`config.mk`:
```
export PLATFORM = sky130hd
export DESIGN_NAME = ext_mem_read
export DESIGN_NICKNAME = d
export VERILOG_FILES = /design/src/ext_mem_read.v
export VERILOG_INCLUDE_DIRS = /design/src
export SDC_FILE = /design/constraint.sdc
export NUM_CORES = 1
export LEC_CHECK = 0
export ABC_CLOCK_PERIOD_IN_PS = 2680
export BUFFER_PORTS_ARGS = -buffer_cell sky130_fd_sc_hd__buf_2
export CAP_MARGIN = 40
export CORE_ASPECT_RATIO = 0.6
export CORE_UTILIZATION = 52
export CTS_CLUSTER_SIZE = 40
export DETAILED_ROUTE_END_ITERATION = 12
export GPL_TIMING_DRIVEN = 0
export PLACE_DENSITY = 0.79
export SLEW_MARGIN = 20
export SYNTH_ARGS = -nofsm -noshare
export SYNTH_HDL_FRONTEND = slang
export SYNTH_SLANG_ARGS = --single-unit
```
`constraint.sdc`:
```
create_clock -name clock -period 2.68 [get_ports clock]
set_input_delay 0.536 -clock clock [delete_from_list [all_inputs] [get_ports clock]]
set_output_delay 0.536 -clock clock [all_outputs]
set_load 0.05 [all_outputs]
```
`src/ext_mem_read_consts.vh`:
```
`ifndef EXT_MEM_READ_CONSTS_VH
`define EXT_MEM_READ_CONSTS_VH
// Register byte offsets (APB, one aligned word each)
`define OFF_BUS_CONTROL 12'h000
`define OFF_PORTF_FUNC 12'h004
`define OFF_PORTF_PULLUP 12'h008
`define OFF_SYS_PULLUP_DIS 12'h00C
`define OFF_READ_ADDR 12'h010
`define OFF_READ_CMD 12'h014
`define OFF_READ_DATA 12'h018
`define OFF_STATUS 12'h01C
// Field positions
`define BCR_DRV_BIT 0
`define BCR_WAIT_LSB 4
`define BCR_WAIT_MSB 7
`define PUDR_CTRL_BIT 0
`define CMD_SPACE_BIT 0
`define CMD_CS_LSB 4
`define CMD_CS_MSB 7
`define STAT_BUSY_BIT 0
`define STAT_DONE_BIT 1
// Reset values
`define RST_BUS_CONTROL 32'h00000000
`define RST_PORTF_FUNC 16'h0000
`define RST_PORTF_PULLUP 16'hFFFF
`define RST_WAIT 4'h2
`endif

```
`src/ext_mem_read.v`:
```
// The APB slave port and the placing of the registers were decided locally.
`include "ext_mem_read_consts.vh"

module ext_mem_read #(
   parameter ADDR_WIDTH = 24,         // External address width
   parameter DATA_WIDTH = 16,         // External data width
   parameter GPIO_WIDTH = 9,          // Upper data pins shared with port F
   parameter CS_WIDTH = 4             // Chip-select lines
) (
   input wire clock,                  // 100 MHz system clock
   input wire nrst,                   // Synchronous reset, active low
   input wire psel,                   // APB select
   input wire penable,                // APB access phase
   input wire pwrite,                 // APB direction
   input wire [11:0] paddr,           // APB byte address
   input wire [31:0] pwdata,          // APB write data
   output reg [31:0] prdata,          // APB read data
   output wire pready,                // APB ready, always one
   output wire pslverr,               // APB error on unmapped address
   output reg readStrobeN,            // Read strobe level when driven
   output reg readStrobeOe,           // Read strobe output enable
   output wire readStrobePullup,      // Read strobe pull-up enable
   output reg [ADDR_WIDTH-1:0] extAddrPins,   // Address outputs
   output reg programSpaceSelectN,    // Program space select
   output reg dataSpaceSelectN,       // Data space select
   output reg [CS_WIDTH-1:0] chipSelectN,     // Chip selects
   input wire [DATA_WIDTH-1:0] extDataIn,     // Data pin levels
   output wire [DATA_WIDTH-1:0] extDataOut,   // Data pin drive values
   output wire [DATA_WIDTH-1:0] extDataOe,    // Data pin output enables
   output wire [DATA_WIDTH-1:0] extDataPullup,// Data pin pull-up enables
   input wire [GPIO_WIDTH-1:0] gpioOut,       // Port F drive values
   input wire [GPIO_WIDTH-1:0] gpioDir,       // Port F direction, 1 = out
   output wire [GPIO_WIDTH-1:0] gpioIn        // Port F pin levels
);

   localparam LOW_BITS = DATA_WIDTH - GPIO_WIDTH;
   localparam ST_IDLE = 2'h0;
   localparam ST_STROBE = 2'h1;
   localparam ST_DONE = 2'h2;

   reg [31:0] busCtl_reg;
   reg [GPIO_WIDTH-1:0] gpioFunc_reg;
   reg [DATA_WIDTH-1:0] pullupEn_reg;
   reg ctrlPullupDis_reg;
   reg [ADDR_WIDTH-1:0] readAddr_reg;
   reg [DATA_WIDTH-1:0] readData_reg;
   reg [1:0] state_reg;
   reg [1:0] state_next;
   // One bit wider than the wait field, so the longest wait plus the fixed part cannot wrap
   reg [4:0] waitCnt_reg;
   reg done_reg;
   reg cmdSpace_reg;
   reg [CS_WIDTH-1:0] cmdCs_reg;
   reg [DATA_WIDTH-1:0] dataSync1_reg;
   reg [DATA_WIDTH-1:0] dataSync2_reg;

   wire wrAccess;
   wire rdAccess;
   wire cmdWrite;
   wire idleDrive;
   wire strobeLow;
   wire [DATA_WIDTH-1:0] gpioDirFull;
   wire [DATA_WIDTH-1:0] gpioOutFull;
   wire [DATA_WIDTH-1:0] gpioRoleFull;

   // Decode shared by read and write paths
   function mapped;
      input [11:0] a;
      begin
         case (a)
            `OFF_BUS_CONTROL,
            `OFF_PORTF_FUNC,
            `OFF_PORTF_PULLUP,
            `OFF_SYS_PULLUP_DIS,
            `OFF_READ_ADDR,
            `OFF_READ_CMD,
            `OFF_READ_DATA,
            `OFF_STATUS:
               mapped = 1'b1;
            default:
               mapped = 1'b0;
         endcase
      end
   endfunction

   // Zero-wait APB slave; unmapped addresses answer with an error
   assign pready = 1'b1;
   assign pslverr = psel && penable && !mapped(paddr);
   assign wrAccess = psel && penable && pwrite && mapped(paddr);
   assign rdAccess = psel && penable && !pwrite;
   assign cmdWrite = wrAccess && (paddr == `OFF_READ_CMD) && (state_reg == ST_IDLE);
   assign idleDrive = busCtl_reg[`BCR_DRV_BIT];

   // Register writes; a command during a cycle is ignored
   always @(posedge clock)
   begin
      if (!nrst)
      begin
         busCtl_reg <= `RST_BUS_CONTROL;
         gpioFunc_reg <= {GPIO_WIDTH{1'b0}};
         pullupEn_reg <= `RST_PORTF_PULLUP;
         ctrlPullupDis_reg <= 1'b0;
         readAddr_reg <= {ADDR_WIDTH{1'b0}};
         cmdSpace_reg <= 1'b0;
         cmdCs_reg <= {CS_WIDTH{1'b0}};
      end
      else if (wrAccess)
      begin
         case (paddr)
            `OFF_BUS_CONTROL:
            begin
               busCtl_reg <= pwdata;
            end
            `OFF_PORTF_FUNC:
            begin
               gpioFunc_reg <= pwdata[GPIO_WIDTH-1:0];
            end
            `OFF_PORTF_PULLUP:
            begin
               pullupEn_reg <= pwdata[DATA_WIDTH-1:0];
            end
            `OFF_SYS_PULLUP_DIS:
            begin
               ctrlPullupDis_reg <= pwdata[`PUDR_CTRL_BIT];
            end
            `OFF_READ_ADDR:
            begin
               readAddr_reg <= pwdata[ADDR_WIDTH-1:0];
            end
            `OFF_READ_CMD:
            begin
               if (state_reg == ST_IDLE)
               begin
                  cmdSpace_reg <= pwdata[`CMD_SPACE_BIT];
                  cmdCs_reg <= pwdata[`CMD_CS_MSB:`CMD_CS_LSB];
               end
            end
            default: ;
         endcase
      end
   end

   // Read mux
   always @*
   begin
      prdata = 32'h00000000;
      if (rdAccess)
      begin
         case (paddr)
            `OFF_BUS_CONTROL:
            begin
               prdata = busCtl_reg;
            end
            `OFF_PORTF_FUNC:
            begin
               prdata[GPIO_WIDTH-1:0] = gpioFunc_reg;
            end
            `OFF_PORTF_PULLUP:
            begin
               prdata[DATA_WIDTH-1:0] = pullupEn_reg;
            end
            `OFF_SYS_PULLUP_DIS:
            begin
               prdata[`PUDR_CTRL_BIT] = ctrlPullupDis_reg;
            end
            `OFF_READ_ADDR:
            begin
               prdata[ADDR_WIDTH-1:0] = readAddr_reg;
            end
            `OFF_READ_CMD:
            begin
               prdata[`CMD_CS_MSB:`CMD_CS_LSB] = cmdCs_reg;
            end
            `OFF_READ_DATA:
            begin
               prdata[DATA_WIDTH-1:0] = readData_reg;
            end
            `OFF_STATUS:
            begin
               prdata[`STAT_BUSY_BIT] = (state_reg != ST_IDLE);
               prdata[`STAT_DONE_BIT] = done_reg;
            end
            default:
            begin
               prdata = 32'h00000000;
            end
         endcase
      end
   end

   // Read cycle sequencer: strobe held low for the programmed wait count plus three cycles
   always @*
   begin
      state_next = state_reg;
      case (state_reg)
         ST_IDLE:
         begin
            if (cmdWrite)
               state_next = ST_STROBE;
         end
         ST_STROBE:
         begin
            if (waitCnt_reg == 5'h00)
               state_next = ST_DONE;
         end
         ST_DONE:
         begin
            state_next = ST_IDLE;
         end
         default:
         begin
            state_next = ST_IDLE;
         end
      endcase
   end

   assign strobeLow = (state_reg == ST_STROBE);

   // Data pins pass two flops; the capture uses the settled copy
   always @(posedge clock)
   begin
      dataSync1_reg <= extDataIn;
      dataSync2_reg <= dataSync1_reg;
   end

   // Sequencer state, wait count, capture and done flag
   always @(posedge clock)
   begin
      if (!nrst)
      begin
         state_reg <= ST_IDLE;
         waitCnt_reg <= {1'b0, `RST_WAIT};
         readData_reg <= {DATA_WIDTH{1'b0}};
         done_reg <= 1'b0;
      end
      else
      begin
         state_reg <= state_next;
         if (cmdWrite)
            waitCnt_reg <= {1'b0, busCtl_reg[`BCR_WAIT_MSB:`BCR_WAIT_LSB]} + {1'b0, `RST_WAIT};
         else if (strobeLow && waitCnt_reg != 5'h00)
            waitCnt_reg <= waitCnt_reg - 5'h01;
         // Latched as the strobe rises, so the sample is the value held under it
         if (state_reg == ST_STROBE && state_next == ST_DONE)
            readData_reg <= dataSync2_reg;
         // New completion wins over a clear by the status read
         if (state_reg == ST_STROBE && state_next == ST_DONE)
            done_reg <= 1'b1;
         else if (rdAccess && paddr == `OFF_STATUS)
            done_reg <= 1'b0;
      end
   end

   // Strobe and qualifiers come from flops so they switch together
   always @(posedge clock)
   begin
      if (!nrst)
      begin
         readStrobeN <= 1'b1;
         readStrobeOe <= 1'b0;
         extAddrPins <= {ADDR_WIDTH{1'b0}};
         programSpaceSelectN <= 1'b1;
         dataSpaceSelectN <= 1'b1;
         chipSelectN <= {CS_WIDTH{1'b1}};
      end
      else
      begin
         readStrobeN <= !(state_next == ST_STROBE);
         // Idle tri-state unless the drive-control bit keeps it driven
         readStrobeOe <= (state_next == ST_STROBE) || idleDrive;
         if (cmdWrite)
            extAddrPins <= readAddr_reg;
         programSpaceSelectN <= !(state_next == ST_STROBE && !cmdSpace_reg && !cmdWrite)
                                && !(cmdWrite && !pwdata[`CMD_SPACE_BIT]);
         dataSpaceSelectN <= !(state_next == ST_STROBE && cmdSpace_reg && !cmdWrite)
                             && !(cmdWrite && pwdata[`CMD_SPACE_BIT]);
         chipSelectN <= (state_next == ST_STROBE) ?
                        ~(cmdWrite ? pwdata[`CMD_CS_MSB:`CMD_CS_LSB] : cmdCs_reg) :
                        {CS_WIDTH{1'b1}};
      end
   end

   // Strobe pull-up on unless software disables it; forced on in reset
   assign readStrobePullup = !nrst || !ctrlPullupDis_reg;

   // Upper pins: GPIO role only when its function bit is set
   assign gpioDirFull = {gpioDir, {LOW_BITS{1'b0}}};
   assign gpioOutFull = {gpioOut, {LOW_BITS{1'b0}}};
   assign gpioRoleFull = {gpioFunc_reg, {LOW_BITS{1'b0}}};

   // GPIO role pins also become inputs under the strobe; bus role pins never drive here, write side is elsewhere
   assign extDataOe = gpioDirFull & gpioRoleFull & {DATA_WIDTH{!strobeLow}};
   assign extDataOut = gpioOutFull;
   assign extDataPullup = pullupEn_reg;
   assign gpioIn = dataSync2_reg[DATA_WIDTH-1:LOW_BITS];

endmodule // ext_mem_read

```
==> results.rst <==
.. list-table::
   :header-rows: 1

   * - Metric
     - Value
   * - Outcome
     - finished with violations
   * - Violated checks
     - setup timing
   * - Maximum number of pins on one net before global-route repair
     - 20
   * - Endpoints failing hold
     - 0
   * - Post-synthesis cell type with the largest combined area
     - sky130_fd_sc_hd__dfxtp_1
   * - Flip-flop and latch count after synthesis
     - 175
   * - Chip Height
     - 95.4 um
   * - Relative area change from synthesis to final layout
     - 34.0%
   * - CP bufs+invs
     - 4
   * - Detail-routed via count per cell
     - 6.06
   * - Clock network latency to the later pin of the worst-skew pair
     - 440 ps
   * - Slack of the worst reg-to-reg path
     - 220 ps
   * - Type of the worst setup path
     - primary input to output pin
   * - Total DRC errors in the routed layout
     - 0
   * - Cell variety after synth
     - 55
   * - WL final
     - 27.0 mm
   * - Power density over the cells
     - 547 nW/um2
   * - Count of standard-cell rows
     - 33
   * - Slowest library cell on the worst path
     - sky130_fd_sc_hd__or4_4
   * - Number of synthesis warnings
     - 0
   * - Post-synthesis cell count
     - 893
   * - Crit path capture
     - prdata[23]
   * - Netlist Area Pre-Place
     - 7560 um2
   * - Clk pin slew, worst setup/hold paths
     - 80 ps
   * - Family with the most delay on the worst path
     - simple AND/OR/NAND/NOR gates
   * - Syn Area/Cell
     - 8.46 um2
   * - Mean routed wirelength per cell
     - 20.2 um
   * - Ordered cell list for the critical path
     - buf_6 > or4_4 > nor4_4 > buf_4 > buf_6 > a22oi_2 > nor2_4 > buf_8
   * - Number of vias after detailed routing
     - 8098
   * - Ant diodes
     - 0
   * - First-pass GRT wire length
     - 40.3 mm
   * - Finish-stage setup viols
     - 9
   * - Sequential share of the synthesized area
     - 0.463
   * - Arrival @ worst endpoint
     - 2190 ps
   * - Buffer cell driving the clock tree root
     - sky130_fd_sc_hd__clkbuf_16
   * - Biggest area contributors in the synthesized netlist
     - sky130_fd_sc_hd__dfxtp_1, sky130_fd_sc_hd__a21oi_1, sky130_fd_sc_hd__o21ai_0
   * - Synth async-reset ratio
     - 0
   * - Number of H-tree levels
     - 4
   * - Required time of the worst setup path
     - 2140 ps
   * - Routability congestion estimate
     - 1.04
   * - Highest net fanout along the worst path
     - 5
   * - NumNets Final
     - 1218
   * - Proportion of layout cells with a drive suffix above 1
     - 0.330
   * - Final cycle utilization of the critical path
     - 1.02
   * - Critical Path Sink Type
     - output pin
   * - Num ports
     - 207
   * - Startpoint class of the critical path
     - primary input
   * - Number of DRC violations after detailed-routing iteration 0
     - 945
   * - Top FF cell, synth
     - sky130_fd_sc_hd__dfxtp_1
   * - Upper clock frequency limit
     - 366 MHz
   * - Horizontal die dimension
     - 158 um
   * - Stage delay of the slowest cell on the critical path
     - 600 ps
   * - Unrepaired setup endpoints after global routing
     - yes
   * - Max-Cap Viols
     - 0
   * - Global-route usage over all layers
     - 0.361
   * - Number of enable-type register cells in the synthesized netlist
     - 0
   * - Worst ir drop on vdd
     - 327 uV
   * - Number of buffers inserted for hold repair after clock tree synthesis
     - 0
   * - Fin crit period
     - 2730 ps
   * - Estimated wirelength of the detail-placed design
     - 19.2 mm
   * - Antenna violations before repair
     - 0
   * - First drt pass iteration count
     - 6
   * - Reported leakage power
     - 3.92 nW
   * - Clock Tree Buf Depth
     - 2
   * - Initial cell density of the core
     - 0.543
   * - Crit. path cell count
     - 8
   * - Minimum setup slack in the final design
     - -49.4 ps
   * - Most common library cells after synthesis
     - sky130_fd_sc_hd__dfxtp_1, sky130_fd_sc_hd__a21oi_1, sky130_fd_sc_hd__o21ai_0
   * - Max FFs per register
     - 32
   * - Final total power
     - 5.54 mW
   * - Worst flop-to-flop path endpoint
     - readData_reg[6]$_SDFFE_PN0P_
   * - Worst Hold Class
     - primary input to flop
   * - Startpoint of the worst-slack reg-to-reg timing path
     - waitCnt_reg[0]$_SDFFE_PN0P_
   * - Cell depth of the worst flop-to-flop path
     - 8
   * - Core footprint
     - 13900 um2
   * - Area of all placed cells without fillers
     - 10100 um2
   * - Filler instances
     - 1104
   * - TritonCTS clock tree
     - done
   * - Skew final
     - 6.28 ps
   * - Final core area utilization
     - 0.728
   * - Proportion of netlist area held by the largest area contributor
     - 0.463
   * - Placement-stage cell area
     - 8920 um2
   * - Worst path most repeated cell
     - sky130_fd_sc_hd__buf_6
   * - Actual transition at the worst max-transition pin
     - 796 ps
   * - Most common cell in the netlist
     - sky130_fd_sc_hd__dfxtp_1
   * - Count of input and output buffers
     - 182
   * - Vias in the first global route
     - 7187
   * - Clock sinks
     - 175
   * - Die area
     - 15000 um2
   * - Cts bufs inserted
     - 17
   * - Critical path startpoint
     - paddr[9]
   * - Number of pins exceeding their max-slew limit in the final report
     - 0
   * - Number of nets still failing antenna checks after routing
     - 0
   * - Headroom to the max-slew limit
     - 0.467
   * - Total negative slack for setup checks
     - -129 ps
   * - Global route overflow
     - 0
-- worst reg2reg max path, delay by kind of cell (launching register included) --
| kind | cells | cell delay (ps) |
|---|---|---|
| adder cells (fa/ha/maj) | 1 | 190 |
| buffers and inverters | 3 | 770 |
| AND/OR/NAND/NOR | 3 | 920 |
| flip-flops | 1 | 340 |
| AO/OA/AOI/OAI | 1 | 90 |
-- area by class of cell --
| type | count | area (um2) | share of cell area |
|---|---|---|---|
| Inverter | 5 | 18.8 | 0.00185 |
| Timing Repair Buffer | 210 | 1350 | 0.133 |
| Multi-Input combinational cell | 613 | 3780 | 0.373 |
| Clock buffer | 17 | 425 | 0.0420 |
| Clock inverter | 15 | 168 | 0.0166 |
| Buffer | 110 | 641 | 0.0633 |
| Tap cell | 192 | 240 | 0.0237 |
| Sequential cell | 175 | 3500 | 0.346 |
-- where the power goes --
part	internal (mW)	total (mW)	switching, mW
Sequential	2.62	2.63	0.00735
Clock	1.26	2.47	1.21
Combinational	0.144	0.444	0.299
-- cell usage in the layout, fill, tap and decap left out, types with 15 or more instances in the layout --
| cell | count |
|---|---|
| sky130_fd_sc_hd__nor2_4 | 16 |
| sky130_fd_sc_hd__a21oi_1 | 134 |
| sky130_fd_sc_hd__dfxtp_1 | 175 |
| sky130_fd_sc_hd__clkbuf_16 | 17 |
| sky130_fd_sc_hd__nand3_1 | 93 |
| sky130_fd_sc_hd__buf_6 | 25 |
| sky130_fd_sc_hd__o21ai_0 | 115 |
| sky130_fd_sc_hd__nor3_1 | 22 |
| sky130_fd_sc_hd__mux2_2 | 17 |
| sky130_fd_sc_hd__buf_4 | 67 |
| sky130_fd_sc_hd__clkbuf_1 | 45 |
| sky130_fd_sc_hd__buf_2 | 163 |
| sky130_fd_sc_hd__conb_1 | 15 |
| sky130_fd_sc_hd__nand2_1 | 50 |
-- metrics by stage --
stage,worst slack (ps),hold WS (ps),std cells
floorplan,-109,310,906
global placement,-682,310,1280
detailed placement,-605,312,1282
CTS,-38.3,185,1327
global route,-88.9,182,1337
finish,-49.4,188,1337
-- how the worst min path moves through the flow --
stage | start | endpoint | slack [ps] | cells after the start
floorplan | dataSync1_reg[0]$_DFF_P_ | dataSync2_reg[0]$_DFF_P_ | 310 | 0
global placement | dataSync1_reg[9]$_DFF_P_ | dataSync2_reg[9]$_DFF_P_ | 310 | 0
detailed placement | dataSync1_reg[15]$_DFF_P_ | dataSync2_reg[15]$_DFF_P_ | 310 | 0
CTS | extDataIn[13] | dataSync1_reg[13]$_DFF_P_ | 180 | 1
global route | extDataIn[13] | dataSync1_reg[13]$_DFF_P_ | 180 | 1
finish | extDataIn[11] | dataSync1_reg[11]$_DFF_P_ | 190 | 1
-- logic make-up (layout without fill, tap and decap cells) --
group / after synthesis / in the layout / share of synthesized area
and+or+nand+nor: 265 / 265 / 0.188
other: 2 / 15 / 0.000994
xor gates and xnor gates: 3 / 3 / 0.00348
buffers and inverters: 118 / 357 / 0.0823
AOI/OAI and AO/OA: 300 / 300 / 0.218
muxes: 27 / 27 / 0.0386
adders and majority gates: 3 / 3 / 0.00497
DFF: 175 / 175 / 0.463
-- per-layer routing --
metal,global-route usage,wire [um],part of all wire
met1,0.527,11600,0.43
met2,0.510,11100,0.41
met3,0.103,3670,0.14
met4,0.103,695,0.026
met5,0.0272,0,0
-- what timing repair did --
item / CTS / global route
buffers inserted: 14 / 10
resized for setup: 85 / 46
setup endpoints to repair: 33 / 31
hold endpoints to repair: 0 / 0
pin swaps: 15 / 18
cloned: 2 / 0
No activity file was read; power rests on OpenSTA's default activity.
